File: config.mk
export PLATFORM = sky130hd
export DESIGN_NAME = cafct_top
export DESIGN_NICKNAME = d
export VERILOG_FILES = /design/src/rtl/cafct_pkg.sv /design/src/rtl/cafct_cycle_timer.sv /design/src/rtl/cafct_top.sv
export SDC_FILE = /design/constraint.sdc
export NUM_CORES = 1
export LEC_CHECK = 0
export BUFFER_PORTS_ARGS = -buffer_cell sky130_fd_sc_hd__buf_2
export CORE_MARGIN = 2
export CORE_UTILIZATION = 30
export CTS_BUF_LIST = sky130_fd_sc_hd__clkbuf_4
export CTS_CLUSTER_DIAMETER = 150
export DETAILED_ROUTE_END_ITERATION = 16
export SYNTH_ARGS = -nofsm -noshare
export SYNTH_HDL_FRONTEND = slang
export SYNTH_HIERARCHICAL = 1
export SYNTH_SLANG_ARGS = --single-unit
File: constraint.sdc
create_clock -name clock_i -period 5.5 [get_ports clock_i]
set_clock_uncertainty 0.1 [all_clocks]
set_input_delay 1.1 -clock clock_i [delete_from_list [all_inputs] [get_ports clock_i]]
set_output_delay 1.1 -clock clock_i [all_outputs]
set_load 0.005 [all_outputs]
File: src/rtl/cafct_pkg.sv
// package: register map, field positions, reset values and rates of the calendar block
package cafct_pkg;

  // clock rates and timing figures
  localparam int unsigned SYS_CLK_HZ = 40_000_000; // system clock rate
  localparam int unsigned XTAL_HZ = 32_768; // modelled low-speed crystal rate
  localparam int unsigned CAL_PRESCALE = 8; // crystal periods per 4096 Hz tick
  localparam int unsigned ALARM_DELAY_XTAL = 8; // crystal periods from match to alarm flag
  localparam int unsigned ACC_W = 26; // phase accumulator width, holds SYS_CLK_HZ
  localparam int unsigned SUB_W = 12; // 4096 Hz ticks per second, as a counter width
  localparam int unsigned SUB64_W = 6; // low sub-second bits that wrap at 64 Hz

  // register indices on the 4-bit address port
  localparam logic [3:0] ADDR_SEC = 4'h0;
  localparam logic [3:0] ADDR_MIN = 4'h1;
  localparam logic [3:0] ADDR_HOUR = 4'h2;
  localparam logic [3:0] ADDR_WEEK = 4'h3;
  localparam logic [3:0] ADDR_DAY = 4'h4;
  localparam logic [3:0] ADDR_MONTH = 4'h5;
  localparam logic [3:0] ADDR_YEAR = 4'h6;
  localparam logic [3:0] ADDR_AL_MIN = 4'h7;
  localparam logic [3:0] ADDR_AL_HOUR = 4'h8;
  localparam logic [3:0] ADDR_AL_WKDY = 4'h9;
  localparam logic [3:0] ADDR_PRESET_LO = 4'hA;
  localparam logic [3:0] ADDR_PRESET_HI = 4'hB;
  localparam logic [3:0] ADDR_CONFIG = 4'hC;
  localparam logic [3:0] ADDR_FLAGS = 4'hD;
  localparam logic [3:0] ADDR_IEN_STOP = 4'hE;

  // implemented bits of each register
  localparam logic [7:0] MASK_SEC = 8'h7F;
  localparam logic [7:0] MASK_HOUR = 8'h3F;
  localparam logic [7:0] MASK_WEEK = 8'h7F;
  localparam logic [7:0] MASK_MONTH = 8'h1F;
  localparam logic [7:0] MASK_AL_HOUR = 8'hBF;
  localparam logic [7:0] MASK_PRESET_HI = 8'h0F;
  localparam logic [7:0] MASK_CONFIG = 8'h73;
  localparam logic [7:0] MASK_FLAGS = 8'h38;
  localparam logic [7:0] MASK_IEN_STOP = 8'h39;

  // field positions
  localparam int unsigned ALARM_IGNORE_BIT = 7; // every_minute/hour/day alarm bits
  localparam int unsigned CFG_TARGET_BIT = 6; // alarm_target_select
  localparam int unsigned CFG_CADENCE_BIT = 5; // update_cadence_select
  localparam int unsigned CFG_RUN_BIT = 4; // cycle_timer_run
  localparam int unsigned CFG_CLKSEL_LSB = 0; // cycle_clock_select, two bits
  localparam int unsigned UPDATE_BIT = 5; // update flag and its enable
  localparam int unsigned CYCLE_BIT = 4; // cycle flag and its enable
  localparam int unsigned ALARM_BIT = 3; // alarm flag and its enable
  localparam int unsigned HALT_BIT = 0; // calendar_halt

  // cycle_clock_select codes
  localparam logic [1:0] SEL_4096HZ = 2'h0;
  localparam logic [1:0] SEL_64HZ = 2'h1;
  localparam logic [1:0] SEL_1HZ = 2'h2;
  localparam logic [1:0] SEL_1PERMIN = 2'h3;

  // reset values
  localparam logic [7:0] RST_ZERO = 8'h00;
  localparam logic [7:0] RST_WEEK = 8'h01;
  localparam logic [7:0] RST_DAY = 8'h01;
  localparam logic [7:0] RST_MONTH = 8'h01;

  // alarm delay sequencer
  typedef enum logic [0:0] {ALM_IDLE, ALM_WAIT} cafct_alm_state_t;

endpackage

File: src/rtl/cafct_cycle_timer.sv
// fixed-cycle countdown timer with selectable source tick and preset reload
module cafct_cycle_timer
  import cafct_pkg::*;
#(
  parameter int unsigned PRESET_W = 12
) (
  // clock and reset
  input wire logic clock_i,
  input wire logic sys_rst_i,
  // source ticks, one-cycle pulses
  input wire logic tick_4096_i,
  input wire logic tick_64_i,
  input wire logic tick_1_i,
  input wire logic tick_min_i,
  // control
  input wire logic [1:0] clk_sel_i,
  input wire logic run_i,
  input wire logic start_i,
  input wire logic [PRESET_W-1:0] preset_i,
  // expiry pulse
  output logic expire_o
);

  logic [PRESET_W-1:0] count_ff; // remaining source periods
  logic src_tick; // selected source tick
  logic expire_ff; // registered expiry pulse

  // source clock selection
  always_comb begin
    case (clk_sel_i)
      SEL_4096HZ: src_tick = tick_4096_i;
      SEL_64HZ: src_tick = tick_64_i;
      SEL_1HZ: src_tick = tick_1_i;
      SEL_1PERMIN: src_tick = tick_min_i;
      default: src_tick = 1'b0;
    endcase
  end

  // countdown: a start loads the preset, expiry reloads it so the period repeats
  always_ff @(posedge clock_i or posedge sys_rst_i) begin
    if (sys_rst_i) begin
      count_ff <= '0;
      expire_ff <= 1'b0;
    end else begin
      expire_ff <= 1'b0;
      if (start_i) begin
        count_ff <= preset_i;
      end else if (run_i && src_tick) begin
        if (count_ff == PRESET_W'(1)) begin
          count_ff <= preset_i;
          expire_ff <= 1'b1;
        end else if (count_ff == '0) begin
          // preset of zero never expires
          count_ff <= preset_i;
        end else begin
          count_ff <= count_ff - PRESET_W'(1);
        end
      end
    end
  end

  assign expire_o = expire_ff;

  // run low never yields an expiry
  AST_NO_EXPIRE_STOPPED: assert property (@(posedge clock_i) disable iff (sys_rst_i)
    expire_o |-> $past(run_i))
    else $error("cycle timer expired while stopped");

endmodule

File: src/rtl/cafct_top.sv
// calendar block: BCD time and date, alarm, time-update and fixed-cycle events
// How it works
// - weekday is one-hot, rotates left daily
// - date BCD counter, never above 31
// - month BCD counter, never above 12
// - year BCD counts 00 to 99, wraps
// - year divisible by four is leap
// - alarm minute bit 7 ignores minutes
// - alarm hour bit 7 ignores hours
// - alarm week/day bit 7 ignores day
// - all enabled fields match sets alarm flag
// - alarm flag raised eight crystal periods later
// - target select: weekday mask or BCD date
// - cadence select: update per second or minute
// - run bit starts countdown, clear stops it
// - cycle source 4096, 64, 1, 1/60 Hz
// - twelve-bit preset split over two registers
// - flags sticky, cleared by writing zero
// - update and cycle events set their flags
// - update enable gates its interrupt
// - cycle events only while cycle enable set
// - alarm events only while alarm enable set
// - halt stops counting, resets sub-second dividers
// - calendar ticks from crystal divided by eight
// - hours 00-23, minutes and seconds 00-59
// - month length with leap February
// - halt suppresses update and alarm events
module cafct_top
  import cafct_pkg::*;
#(
  // crystal model step per system clock; a larger step only shortens a model run
  parameter int unsigned XTAL_STEP = XTAL_HZ
) (
  // clock and reset
  input wire logic clock_i,
  input wire logic sys_rst_i,
  // register port
  input wire logic [3:0] addr_i,
  input wire logic [7:0] wr_data_i,
  input wire logic wr_i,
  input wire logic rd_i,
  output logic [7:0] rd_data_o,
  // interrupt request
  output logic irq_o
);

  // bcd increment of a two-digit value
  function automatic logic [7:0] bcd_inc(input logic [7:0] v);
    if (v[3:0] == 4'h9) begin
      bcd_inc = {v[7:4] + 4'h1, 4'h0};
    end else begin
      bcd_inc = {v[7:4], v[3:0] + 4'h1};
    end
  endfunction

  // leap when the two-digit year is a multiple of four
  function automatic logic is_leap(input logic [7:0] y);
    if (y[4]) begin
      is_leap = (y[3:0] == 4'h2) || (y[3:0] == 4'h6);
    end else begin
      is_leap = (y[3:0] == 4'h0) || (y[3:0] == 4'h4) || (y[3:0] == 4'h8);
    end
  endfunction

  // last date of a month, in BCD
  function automatic logic [7:0] last_day(input logic [7:0] m, input logic leap);
    case (m)
      8'h04, 8'h06, 8'h09, 8'h11: last_day = 8'h30;
      8'h02: last_day = leap ? 8'h29 : 8'h28;
      default: last_day = 8'h31;
    endcase
  endfunction

  // registers
  logic [7:0] sec_ff, min_ff, hour_ff, week_ff, day_ff, month_ff, year_ff; // time and date
  logic [7:0] al_min_ff, al_hour_ff, al_wkdy_ff; // alarm settings
  logic [7:0] preset_lo_ff, preset_hi_ff; // countdown preset
  logic [7:0] config_ff; // target, cadence, run, source select
  logic [7:0] flags_ff; // sticky event flags
  logic [7:0] nxt_flags; // flags after this cycle
  logic [7:0] ien_stop_ff; // enables and halt
  logic [7:0] rd_data_ff; // read answer

  // dividers
  logic [ACC_W-1:0] acc_ff; // crystal phase accumulator
  logic [ACC_W:0] acc_sum; // accumulator plus one step
  logic xtal_tick; // one pulse per crystal period
  logic [2:0] pre_ff; // crystal to 4096 Hz
  logic [SUB_W-1:0] sub_ff; // 4096 Hz to 1 Hz
  logic tick_4096, tick_64, tick_1; // divided rates
  logic halt; // calendar_halt

  // calendar carries
  logic min_tick, hour_tick, day_tick, month_tick, year_tick;
  logic [7:0] month_end; // last date of the current month

  // alarm
  cafct_alm_state_t alm_state_ff; // delay sequencer
  logic [3:0] alm_dly_ff; // crystal periods waited
  logic alm_fire; // end of the delay
  logic alm_match; // compare result
  logic target_match, min_match, hour_match;

  // events and writes
  logic update_set, cycle_expire, cycle_set, alarm_set;
  logic [7:0] set_vec;
  logic start_pulse; // run bit going high by a write
  logic wr_config, wr_flags;

  assign halt = ien_stop_ff[HALT_BIT];
  assign wr_config = wr_i && (addr_i == ADDR_CONFIG);
  assign wr_flags = wr_i && (addr_i == ADDR_FLAGS);

  // crystal rate model: fractional divider from the system clock, free running
  assign acc_sum = {1'b0, acc_ff} + (ACC_W + 1)'(XTAL_STEP); // step must not exceed SYS_CLK_HZ
  assign xtal_tick = acc_sum >= (ACC_W + 1)'(SYS_CLK_HZ);

  always_ff @(posedge clock_i or posedge sys_rst_i) begin
    if (sys_rst_i) begin
      acc_ff <= '0;
    end else if (xtal_tick) begin
      acc_ff <= ACC_W'(acc_sum - (ACC_W + 1)'(SYS_CLK_HZ));
    end else begin
      acc_ff <= ACC_W'(acc_sum);
    end
  end

  // sub-second chain, held in reset while halted so a restart begins a whole second
  always_ff @(posedge clock_i or posedge sys_rst_i) begin
    if (sys_rst_i) begin
      pre_ff <= '0;
      sub_ff <= '0;
    end else if (halt) begin
      pre_ff <= '0;
      sub_ff <= '0;
    end else if (xtal_tick) begin
      pre_ff <= pre_ff + 3'h1;
      if (pre_ff == 3'(CAL_PRESCALE - 1)) begin
        sub_ff <= sub_ff + SUB_W'(1);
      end
    end
  end

  assign tick_4096 = !halt && xtal_tick && (pre_ff == 3'(CAL_PRESCALE - 1));
  assign tick_64 = tick_4096 && (&sub_ff[SUB64_W-1:0]);
  assign tick_1 = tick_4096 && (&sub_ff);

  // carry chain between counters
  assign month_end = last_day(month_ff, is_leap(year_ff));
  assign min_tick = tick_1 && (sec_ff == 8'h59);
  assign hour_tick = min_tick && (min_ff == 8'h59);
  assign day_tick = hour_tick && (hour_ff == 8'h23);
  assign month_tick = day_tick && (day_ff >= month_end);
  assign year_tick = month_tick && (month_ff >= 8'h12);

  // seconds, minutes, hours; a write takes priority over counting
  always_ff @(posedge clock_i or posedge sys_rst_i) begin
    if (sys_rst_i) begin
      sec_ff <= RST_ZERO;
      min_ff <= RST_ZERO;
      hour_ff <= RST_ZERO;
    end else begin
      if (wr_i && addr_i == ADDR_SEC) begin
        sec_ff <= wr_data_i & MASK_SEC;
      end else if (tick_1) begin
        sec_ff <= min_tick ? RST_ZERO : bcd_inc(sec_ff);
      end
      if (wr_i && addr_i == ADDR_MIN) begin
        min_ff <= wr_data_i & MASK_SEC;
      end else if (min_tick) begin
        min_ff <= hour_tick ? RST_ZERO : bcd_inc(min_ff);
      end
      if (wr_i && addr_i == ADDR_HOUR) begin
        hour_ff <= wr_data_i & MASK_HOUR;
      end else if (hour_tick) begin
        hour_ff <= day_tick ? RST_ZERO : bcd_inc(hour_ff);
      end
    end
  end

  // weekday: a written value is kept only when it is one-hot
  always_ff @(posedge clock_i or posedge sys_rst_i) begin
    if (sys_rst_i) begin
      week_ff <= RST_WEEK;
    end else if (wr_i && addr_i == ADDR_WEEK) begin
      if ((wr_data_i & MASK_WEEK) != RST_ZERO &&
          ((wr_data_i & MASK_WEEK) & ((wr_data_i & MASK_WEEK) - 8'h01)) == RST_ZERO) begin
        week_ff <= wr_data_i & MASK_WEEK;
      end
    end else if (day_tick) begin
      week_ff <= {1'b0, week_ff[5:0], week_ff[6]};
    end
  end

  // date, month, year
  always_ff @(posedge clock_i or posedge sys_rst_i) begin
    if (sys_rst_i) begin
      day_ff <= RST_DAY;
      month_ff <= RST_MONTH;
      year_ff <= RST_ZERO;
    end else begin
      if (wr_i && addr_i == ADDR_DAY) begin
        day_ff <= wr_data_i & MASK_HOUR;
      end else if (day_tick) begin
        day_ff <= month_tick ? RST_DAY : bcd_inc(day_ff);
      end
      if (wr_i && addr_i == ADDR_MONTH) begin
        month_ff <= wr_data_i & MASK_MONTH;
      end else if (month_tick) begin
        month_ff <= year_tick ? RST_MONTH : bcd_inc(month_ff);
      end
      if (wr_i && addr_i == ADDR_YEAR) begin
        year_ff <= wr_data_i;
      end else if (year_tick) begin
        year_ff <= (year_ff == 8'h99) ? RST_ZERO : bcd_inc(year_ff);
      end
    end
  end

  // alarm, preset and control registers
  always_ff @(posedge clock_i or posedge sys_rst_i) begin
    if (sys_rst_i) begin
      al_min_ff <= RST_ZERO;
      al_hour_ff <= RST_ZERO;
      al_wkdy_ff <= RST_ZERO;
      preset_lo_ff <= RST_ZERO;
      preset_hi_ff <= RST_ZERO;
      config_ff <= RST_ZERO;
      ien_stop_ff <= RST_ZERO;
    end else if (wr_i) begin
      case (addr_i)
        ADDR_AL_MIN: al_min_ff <= wr_data_i;
        ADDR_AL_HOUR: al_hour_ff <= wr_data_i & MASK_AL_HOUR;
        ADDR_AL_WKDY: al_wkdy_ff <= wr_data_i;
        ADDR_PRESET_LO: preset_lo_ff <= wr_data_i;
        ADDR_PRESET_HI: preset_hi_ff <= wr_data_i & MASK_PRESET_HI;
        ADDR_CONFIG: config_ff <= wr_data_i & MASK_CONFIG;
        ADDR_IEN_STOP: ien_stop_ff <= wr_data_i & MASK_IEN_STOP;
        default: ; // time, date and flag addresses are handled by their own processes, 4'hF by none
      endcase
    end
  end

  // alarm compare; checked once per minute so a setting equal to now fires next time
  always_comb begin
    if (config_ff[CFG_TARGET_BIT]) begin
      target_match = (al_wkdy_ff & MASK_HOUR) == day_ff;
    end else begin
      target_match = (al_wkdy_ff & week_ff & MASK_WEEK) != RST_ZERO;
    end
    min_match = al_min_ff[ALARM_IGNORE_BIT] || ((al_min_ff & MASK_SEC) == min_ff);
    hour_match = al_hour_ff[ALARM_IGNORE_BIT] || ((al_hour_ff & MASK_HOUR) == hour_ff);
    alm_match = min_match && hour_match &&
                (al_wkdy_ff[ALARM_IGNORE_BIT] || target_match);
  end

  // alarm delay: wait a fixed number of crystal periods after the minute changes
  always_ff @(posedge clock_i or posedge sys_rst_i) begin
    if (sys_rst_i) begin
      alm_state_ff <= ALM_IDLE;
      alm_dly_ff <= '0;
    end else begin
      case (alm_state_ff)
        ALM_IDLE: begin
          alm_dly_ff <= '0;
          if (min_tick) begin
            alm_state_ff <= ALM_WAIT;
          end
        end
        ALM_WAIT: begin
          if (alm_fire) begin
            alm_state_ff <= ALM_IDLE;
          end else if (xtal_tick && !halt) begin
            alm_dly_ff <= alm_dly_ff + 4'h1;
          end
        end
        default: alm_state_ff <= ALM_IDLE;
      endcase
    end
  end

  assign alm_fire = (alm_state_ff == ALM_WAIT) && xtal_tick && !halt &&
                    (alm_dly_ff == 4'(ALARM_DELAY_XTAL - 1));

  // cycle timer start on a write that raises the run bit
  assign start_pulse = wr_config && wr_data_i[CFG_RUN_BIT] && !config_ff[CFG_RUN_BIT];

  cafct_cycle_timer #(
    .PRESET_W(12)
  ) u_cycle_timer (
    .clock_i(clock_i),
    .sys_rst_i(sys_rst_i),
    .tick_4096_i(tick_4096),
    .tick_64_i(tick_64),
    .tick_1_i(tick_1),
    .tick_min_i(min_tick),
    .clk_sel_i(config_ff[CFG_CLKSEL_LSB +: 2]),
    .run_i(config_ff[CFG_RUN_BIT]),
    .start_i(start_pulse),
    .preset_i({preset_hi_ff[3:0], preset_lo_ff}),
    .expire_o(cycle_expire)
  );

  // event sources; halted dividers give no second or minute ticks
  assign update_set = config_ff[CFG_CADENCE_BIT] ? min_tick : tick_1;
  assign cycle_set = cycle_expire && ien_stop_ff[CYCLE_BIT];
  assign alarm_set = alm_fire && alm_match && ien_stop_ff[ALARM_BIT] && !halt;
  assign set_vec = {2'h0, update_set, cycle_set, alarm_set, 3'h0};

  // sticky flags: zero written clears, one written is ignored, a set wins over a clear
  always_comb begin
    nxt_flags = flags_ff;
    if (wr_flags) begin
      nxt_flags = flags_ff & (wr_data_i | ~MASK_FLAGS);
    end
    nxt_flags = nxt_flags | set_vec;
  end

  always_ff @(posedge clock_i or posedge sys_rst_i) begin
    if (sys_rst_i) begin
      flags_ff <= RST_ZERO;
    end else begin
      flags_ff <= nxt_flags & MASK_FLAGS;
    end
  end

  // interrupt request: any flag whose enable is set
  assign irq_o = |(flags_ff & ien_stop_ff & MASK_FLAGS);

  // read port: answer stands the cycle after the strobe, zero for unmapped addresses
  always_ff @(posedge clock_i or posedge sys_rst_i) begin
    if (sys_rst_i) begin
      rd_data_ff <= RST_ZERO;
    end else if (rd_i) begin
      case (addr_i)
        ADDR_SEC: rd_data_ff <= sec_ff;
        ADDR_MIN: rd_data_ff <= min_ff;
        ADDR_HOUR: rd_data_ff <= hour_ff;
        ADDR_WEEK: rd_data_ff <= week_ff;
        ADDR_DAY: rd_data_ff <= day_ff;
        ADDR_MONTH: rd_data_ff <= month_ff;
        ADDR_YEAR: rd_data_ff <= year_ff;
        ADDR_AL_MIN: rd_data_ff <= al_min_ff;
        ADDR_AL_HOUR: rd_data_ff <= al_hour_ff;
        ADDR_AL_WKDY: rd_data_ff <= al_wkdy_ff;
        ADDR_PRESET_LO: rd_data_ff <= preset_lo_ff;
        ADDR_PRESET_HI: rd_data_ff <= preset_hi_ff;
        ADDR_CONFIG: rd_data_ff <= config_ff;
        ADDR_FLAGS: rd_data_ff <= flags_ff;
        ADDR_IEN_STOP: rd_data_ff <= ien_stop_ff;
        default: rd_data_ff <= RST_ZERO;
      endcase
    end else begin
      rd_data_ff <= RST_ZERO;
    end
  end

  assign rd_data_o = rd_data_ff;

  // checks
  AST_WEEK_ROTATE: assert property (@(posedge clock_i) disable iff (sys_rst_i)
    day_tick && !wr_i |=> week_ff == {1'b0, $past(week_ff[5:0]), $past(week_ff[6])})
    else $error("weekday did not rotate");
  AST_DAY_WRAP: assert property (@(posedge clock_i) disable iff (sys_rst_i)
    month_tick && !wr_i |=> day_ff == 8'h01)
    else $error("date did not wrap to first");
  AST_MONTH_WRAP: assert property (@(posedge clock_i) disable iff (sys_rst_i)
    year_tick && !wr_i |=> month_ff == 8'h01)
    else $error("month did not wrap to first");
  AST_YEAR_WRAP: assert property (@(posedge clock_i) disable iff (sys_rst_i)
    year_tick && !wr_i && year_ff == 8'h99 |=> year_ff == 8'h00)
    else $error("year did not wrap");
  AST_LEAP_FEB: assert property (@(posedge clock_i) disable iff (sys_rst_i)
    day_tick && !wr_i && month_ff == 8'h02 && day_ff == 8'h28 && year_ff == 8'h24
    |=> day_ff == 8'h29)
    else $error("leap February skipped the 29th");
  AST_ALARM_DELAY: assert property (@(posedge clock_i) disable iff (sys_rst_i)
    $rose(flags_ff[ALARM_BIT]) |-> $past(alm_dly_ff) == 4'h7 && $past(alm_match))
    else $error("alarm flag not at end of delay");
  AST_FLAG_STICKY: assert property (@(posedge clock_i) disable iff (sys_rst_i)
    flags_ff[UPDATE_BIT] && !(wr_flags && !wr_data_i[UPDATE_BIT]) |=> flags_ff[UPDATE_BIT])
    else $error("update flag dropped without a clear");
  AST_SET_WINS: assert property (@(posedge clock_i) disable iff (sys_rst_i)
    wr_flags && cycle_set |=> flags_ff[CYCLE_BIT])
    else $error("cycle event lost to a clear");
  AST_CYCLE_GATE: assert property (@(posedge clock_i) disable iff (sys_rst_i)
    $rose(flags_ff[CYCLE_BIT]) |-> $past(ien_stop_ff[CYCLE_BIT]))
    else $error("cycle flag set while disabled");
  AST_HALT_QUIET: assert property (@(posedge clock_i) disable iff (sys_rst_i)
    halt |-> !tick_1 && !alarm_set)
    else $error("event while halted");
  AST_IRQ: assert property (@(posedge clock_i) disable iff (sys_rst_i)
    irq_o == ((flags_ff[ALARM_BIT] && ien_stop_ff[ALARM_BIT]) ||
              (flags_ff[CYCLE_BIT] && ien_stop_ff[CYCLE_BIT]) ||
              (flags_ff[UPDATE_BIT] && ien_stop_ff[UPDATE_BIT])))
    else $error("interrupt does not follow flags");

  COV_ALARM: cover property (@(posedge clock_i) disable iff (sys_rst_i)
    $rose(flags_ff[ALARM_BIT]));
  COV_CYCLE: cover property (@(posedge clock_i) disable iff (sys_rst_i)
    $rose(flags_ff[CYCLE_BIT]));
  COV_MONTH_END: cover property (@(posedge clock_i) disable iff (sys_rst_i) month_tick);
  COV_CLEAR: cover property (@(posedge clock_i) disable iff (sys_rst_i)
    flags_ff[UPDATE_BIT] && wr_flags ##1 !flags_ff[UPDATE_BIT]);

endmodule

# [Yosys cells after proc, flatten, opt, wreduce, memory -nomap -nowiden]
# Cells that the tools add are included.
[totals] register_bits=170 out_inout_bits=9 inputBits=16 word_cells=239
[op_classes] add_sub_neg=19 bitwise_logic=6 n_lt_le_gt_ge=3 n_reduce_logical=82 n_eq_ne=45 muxes=55
[ops] cell="8-bit two-way mux" n=28
[ops] cell="8-bit one-hot mux with 15 select lines" n=1
[ops] cell="12-bit two-way mux" n=7
[ops] cell="4-bit == test (second input constant)" n=14
[ops] cell="4-bit by 1-bit adder with 4-bit output (second input constant)" n=13
[ops] cell="2-bit AND reduction" n=16
[ops] cell="1-bit logical AND" n=31
[ops] cell="4-bit by 3-bit == test with 1-bit output (second input constant)" n=7
[ops] cell="26-bit by 16-bit adder with 27-bit output (second input constant)" n=1
[ops] cell="27-bit by 26-bit >= comparator with 1-bit output (second input constant)" n=1
[ops] cell="26-bit two-way mux" n=1
[ops] cell="26-bit subtractor (second input constant)" n=1
[ops] cell="2-bit nonzero test" n=10
[ops] cell="3-bit nonzero test" n=6
[ops] cell="6-bit by 8-bit == test with 1-bit output" n=2
[ops] cell="8-bit by 3-bit == test with 1-bit output (second input constant)" n=2
[ops] cell="8-bit by 7-bit == test with 1-bit output (second input constant)" n=2
[ops] cell="8-bit nonzero test" n=2
[ops] cell="12-bit by 1-bit adder with 12-bit output (second input constant)" n=1
[ops] cell="6-bit AND" n=2
[ops] cell="12-bit by 1-bit == test with 1-bit output (second input constant)" n=1
[ops] cell="4-bit by 2-bit == test with 1-bit output (second input constant)" n=3
[ops] cell="12-bit logical NOT" n=1
[ops] cell="12-bit AND reduction" n=1
[ops] cell="37 further kinds" n=56

# [Logic depth before layout (Yosys ltp)]
[depth] ltp_word=13 mapped_depth=16 depth_no_buf=15

# [Cells and area by module]
# Netlist, hierarchy kept.
[by_module_without_submodules] module="cafct_top" n_inst=1 area_each_um2=9290.2 cells_per_inst=1041
[by_module_without_submodules] module="cafct_cycle_timer" n_inst=1 area_each_um2=952.2 cells_per_inst=106

# [Worst setup path before layout]
# OpenSTA, ideal clock, no wires.
[synth_timing] kind="reg2reg" startpoint="reg acc_ff[15]" endpoint="reg u_cycle_timer.count_ff[7]" stages_incl_launch_ff=17 t_arrival_ps=3585 path_slack_ps=1688 setup_ps=127 cell_sequence="dfrtp_1 ha_1 buf_2 nand3_1 or3_4 a21o_1 a22o_1 a221o_1 buf_4 nand3_2 clkbuf_1 inv_1 mux4_2 a21oi_2 buf_2 a21oi_1 o2bb2a_1"
[synth_via] elab_chain_cells=9 word_cells_on_any_way=10
[synth_rtl] item="from (decl)" line="cafct_top.sv:85" source="logic [ACC_W-1:0] acc_ff;"
[synth_rtl] item="from (signal assigned)" line="cafct_top.sv:122" source="acc_ff <= ACC_W'(acc_sum - (ACC_W + 1)'(SYS_CLK_HZ));"
[synth_rtl] item="from (signal assigned)" line="cafct_top.sv:124" source="acc_ff <= ACC_W'(acc_sum);"
[synth_rtl] item="26-bit by 16-bit adder with 27-bit output (*)" line="cafct_top.sv:115" source="assign acc_sum = {1'b0, acc_ff} + (ACC_W + 1)'(XTAL_STEP);"
[synth_rtl] item="27-bit by 26-bit >= comparator with 1-bit output (*)" line="cafct_top.sv:116" source="assign xtal_tick = acc_sum >= (ACC_W + 1)'(SYS_CLK_HZ);"
[synth_rtl] item="1-bit logical AND (*) (2 in series)" line="cafct_top.sv:144" source="assign tick_4096 = !halt && xtal_tick && (pre_ff == 3'(CAL_PRESCALE - 1));"
[synth_rtl] item="1-bit logical AND (*)" line="cafct_top.sv:146" source="assign tick_1 = tick_4096 && (&sub_ff);"
[synth_rtl] item="named net tick_1" line="cafct_top.sv:90" source="logic tick_4096, tick_64, tick_1;"
[synth_rtl] item="1-bit logical AND" line="cafct_top.sv:150" source="assign min_tick = tick_1 && (sec_ff == 8'h59);"
[synth_rtl] item="1-bit one-hot mux with 4 select lines (*)" line="cafct_cycle_timer.sv:30" source="case (clk_sel_i)"
[synth_rtl] item="1-bit logical AND (*)" line="cafct_cycle_timer.sv:48" source="end else if (run_i && src_tick) begin"
[synth_rtl] item="2-bit nonzero test (no line) (*)"
[synth_rtl] item="to (signal assigned)" line="cafct_cycle_timer.sv:47" source="count_ff <= preset_i;"
[synth_rtl] item="to (signal assigned)" line="cafct_cycle_timer.sv:50" source="count_ff <= preset_i;"
[synth_rtl] item="to (signal assigned)" line="cafct_cycle_timer.sv:54" source="count_ff <= preset_i;"
[synth_rtl] item="to (decl)" line="cafct_cycle_timer.sv:24" source="logic [PRESET_W-1:0] count_ff;"
# The timed path passes the listed nets; every way through them passes the cells marked *.
# A chain may end at the register's enable or synchronous reset.

# [Final worst setup path]
[layout_timing] startpoint="reg acc_ff[15]" endpoint="reg u_cycle_timer.count_ff[8]"
# Same word-level chain as after synthesis.

==> out/results.txt <==
Leak: 0.00450 uW
DRC Markers: 0
Yosys top cell area share: 38.4%
DR vias: 9068
Rel. slew slack: 25.1%
Crit path launch: acc_ff[15]
Root Driver: clkbuf_4
Part of the Yosys area used for sequential elements: 39.1%
Sequential Power Share: 51.4%
Pint: 1920 uW
Status: complete, no violations
CTS hold repair buffers: 0
Psw: 1270 uW
Min Tclk post-route: 4.37 ns
Initial antenna violation count: 2
Fin. Hold Viols: 0
Comb power frac: 24.4%
Vias/cell: 5.66
Switching Share: 39.7%
Drt total wl: 31.0 mm
Final net count: 1190
Clock-pin slew on the worst setup and hold paths: 0.18 ns
Fraction of layout cells with a size suffix above 1: 13.1%
Chip width: 189 um
WS Path Type: register to register
Drt first pass iters: 7
DRT iter0 DRCs: 1070
Core box area: 0.0336 mm^2
Setup TNS: 0 ns
Antenna Nets Post-Route: 0
CTS max path bufs: 2
CTS tree: built
Synthesized area: 0.0102 mm^2
Critical path peak fanout: 15
I/O Buffers: 24
Ys Warns: 6
Cells after Synth: 1147
Top-count cell post-synth: dfrtp_1
Min-Delay Path Class: primary input to async pin
# fillers: 3484
Required time at the worst-slack endpoint: 5.93 ns
Post-CTS Setup Bufs: 0
FF/Latch Area: 0.00401 mm^2
Max-cap viol count: 0
Die ar.: 0.0356 mm^2
# rows: 67
Dpl hpwl: 22.0 mm
List of most frequent post-synthesis cells: dfrtp_1 (157), nor2_1 (136), nand2_1 (108)
Fmax: 229 MHz
Pre-CTS setup slack: 1.18 ns
RSZ-0062 raised after global routing: no
Initial Util: 30.5%
Area contributors post-synth: dfrtp_1 (38%), mux2_2 (5.3%), nor2_1 (5.0%), ha_1 (4.2%), nand2_1 (4.0%)
Cell Pwr Density: 288 mW/mm^2
Routed WL per cell: 19.3 um
Syn Nets: 1197
CP endpoint kind: register
RD Place Congestion: 0.974
GRT overflow: 0
Number of synthesized flops with an enable pin: 0
Multi-input logic area: 0.00580 mm^2
Setup-failing EPs final: 0
Setup ws final: 1.13 ns
Worst VDD drop: 0.127 mV
Chip height: 189 um
Vias in the first global route: 8341
H-tree depth: 4
Top_reg_cell synth: dfrtp_1
Post-Syn Area per Cell: 8.93 um^2
Worst-Margin Slew: 1.12 ns
First-pass GRT wire length: 49.4 mm
Clock power frac: 24.2%
#FFs+latches synth: 160
CP arrival: 4.80 ns
Largest net degree at the start of global routing: 58
Post-CTS Resized: 0
Critical Path Start Type: register
GR Util All Layers: 17.6%
Crit share post-route: 79.4%
Number of buffers created by CTS: 17
Num Clock Sinks: 160
FF-to-FF Start: acc_ff[15]
Leading area contributor after synthesis: dfrtp_1
Area growth, synth to finish: 8.04%
Post-synth ARST share: 100%
Clk_lat worst skew: 0.63 ns
Synth unique cells: 84
Final Max Slew Viols: 0
Top-Level Pins: 25
-- routing by layer --
| metal | GRT usage [%] | part of all wire, % |
|---|---|---|
| met1 | 25.7 | 47 |
| met2 | 26.3 | 44 |
| met3 | 2.76 | 6.2 |
| met4 | 6.19 | 2.8 |
| met5 | 0 | 0 |
-- sequential cells by signal, indices dropped and copies added (netlist names), 3 cells and up --
name and count:
sub_ff 12, ien_stop_ff 4, al_wkdy_ff 8, min_ff 8, al_min_ff 8, al_hour_ff 7, u_cycle_timer/count_ff 12, day_ff 8
rd_data_o 8, year_ff 8, acc_ff 17, month_ff 8, preset_hi_ff 4, config_ff 5, hour_ff 8, sec_ff 8
pre_ff 3, flags_ff 3, alm_dly_ff 4, week_ff 7, preset_lo_ff 8
-- power by group through the flow --
stage                     clock [uW]  combinational, uW  sequential, uW
after global routing             833                873            1660
after floorplan                    0                615            1520
after CTS                        789                772            1630
final                            770                777            1640
after detailed placement           0                768            1650
after global placement             0                754            1640
-- metrics by stage --
stage	util, %	cells	hold slack, ns	total power, uW	area (um^2)
after CTS	32.9	1601	0.387	3190	11100
after detailed placement	32.0	1569	0.365	2420	10800
after floorplan	-	1147	0.318	2140	10200
after global placement	32.0	1569	0.371	2400	10800
final	32.9	1603	0.395	3180	11100
after global routing	32.9	1603	0.407	3360	11100
-- worst max-delay path, cell delays in order (launching register included) --
cell	delay [ns]
dfrtp_1	0.51
ha_1	0.41
nand3_1	0.25
or3_4	0.40
a21o_1	0.21
a22o_1	0.21
a221o_2	0.45
nand3_2	0.25
inv_1	0.11
mux4_2	0.55
a21oi_2	0.45
a21oi_1	0.07
o2bb2a_1	0.33
-- path summary, 6_finish.rpt --
kind	endpoint	slack, ns	cells after the start
setup / recovery	u_cycle_timer/count_ff[8]	1.13	12
hold / removal	preset_lo_ff[7]	0.40	2
setup reg to reg	u_cycle_timer/count_ff[8]	1.13	12
hold reg to reg	flags_ff[4]	0.41	2
max in group asynchronous	sub_ff[1]	3.73	3
min in group clock_i	flags_ff[4]	0.41	2
-- placed cells by master, fill, tap and decap left out, types with 5 or more instances in the layout --
master	instances
xnor2_1	30
clkbuf_4	17
o21ai_0	57
nand3b_1	12
o21ai_1	5
o31ai_1	6
a31oi_1	33
and2_1	9
inv_1	40
mux2i_1	19
or3_1	8
a221oi_1	6
a32oi_1	6
a22oi_1	8
a21o_1	6
nand2_1	108
nand2b_1	6
ha_1	34
buf_4	14
o22ai_1	10
nor4_1	14
mux2_2	48
dfrtp_1	157
nor3_1	37
nor2_1	136
buf_2	24
o211ai_1	8
or4_1	12
inv_6	7
and3_1	13
a21oi_1	45
nand4_1	15
and3b_1	5
xor2_1	27
nand3_1	49
nor2b_1	12
-- layout make-up --
cell class              count  area share, %
repair buffers             38           2.04
flip-flops and latches    160           36.2
clock inverters            15           1.62
clock buffers              17           1.15
inverters                  41           1.44
well taps                 448           5.07
multi-input cells         882           52.4
diodes                      2         0.0452
-- cells by family (layout without fill, tap and decap cells) --
logic type | after synthesis | count (layout) | synth area share (%)
DFF | 160 | 160 | 39.1
AOI/OAI and AO/OA | 257 | 257 | 17.1
adders and majority gates | 35 | 35 | 4.25
buffers and inverters | 105 | 111 | 4.24
other | 0 | 2 | 0
xor gates and xnor gates | 57 | 57 | 4.87
and+or+nand+nor | 463 | 463 | 22.6
muxes | 70 | 70 | 7.79
Power figures use the tool's default switching activity.
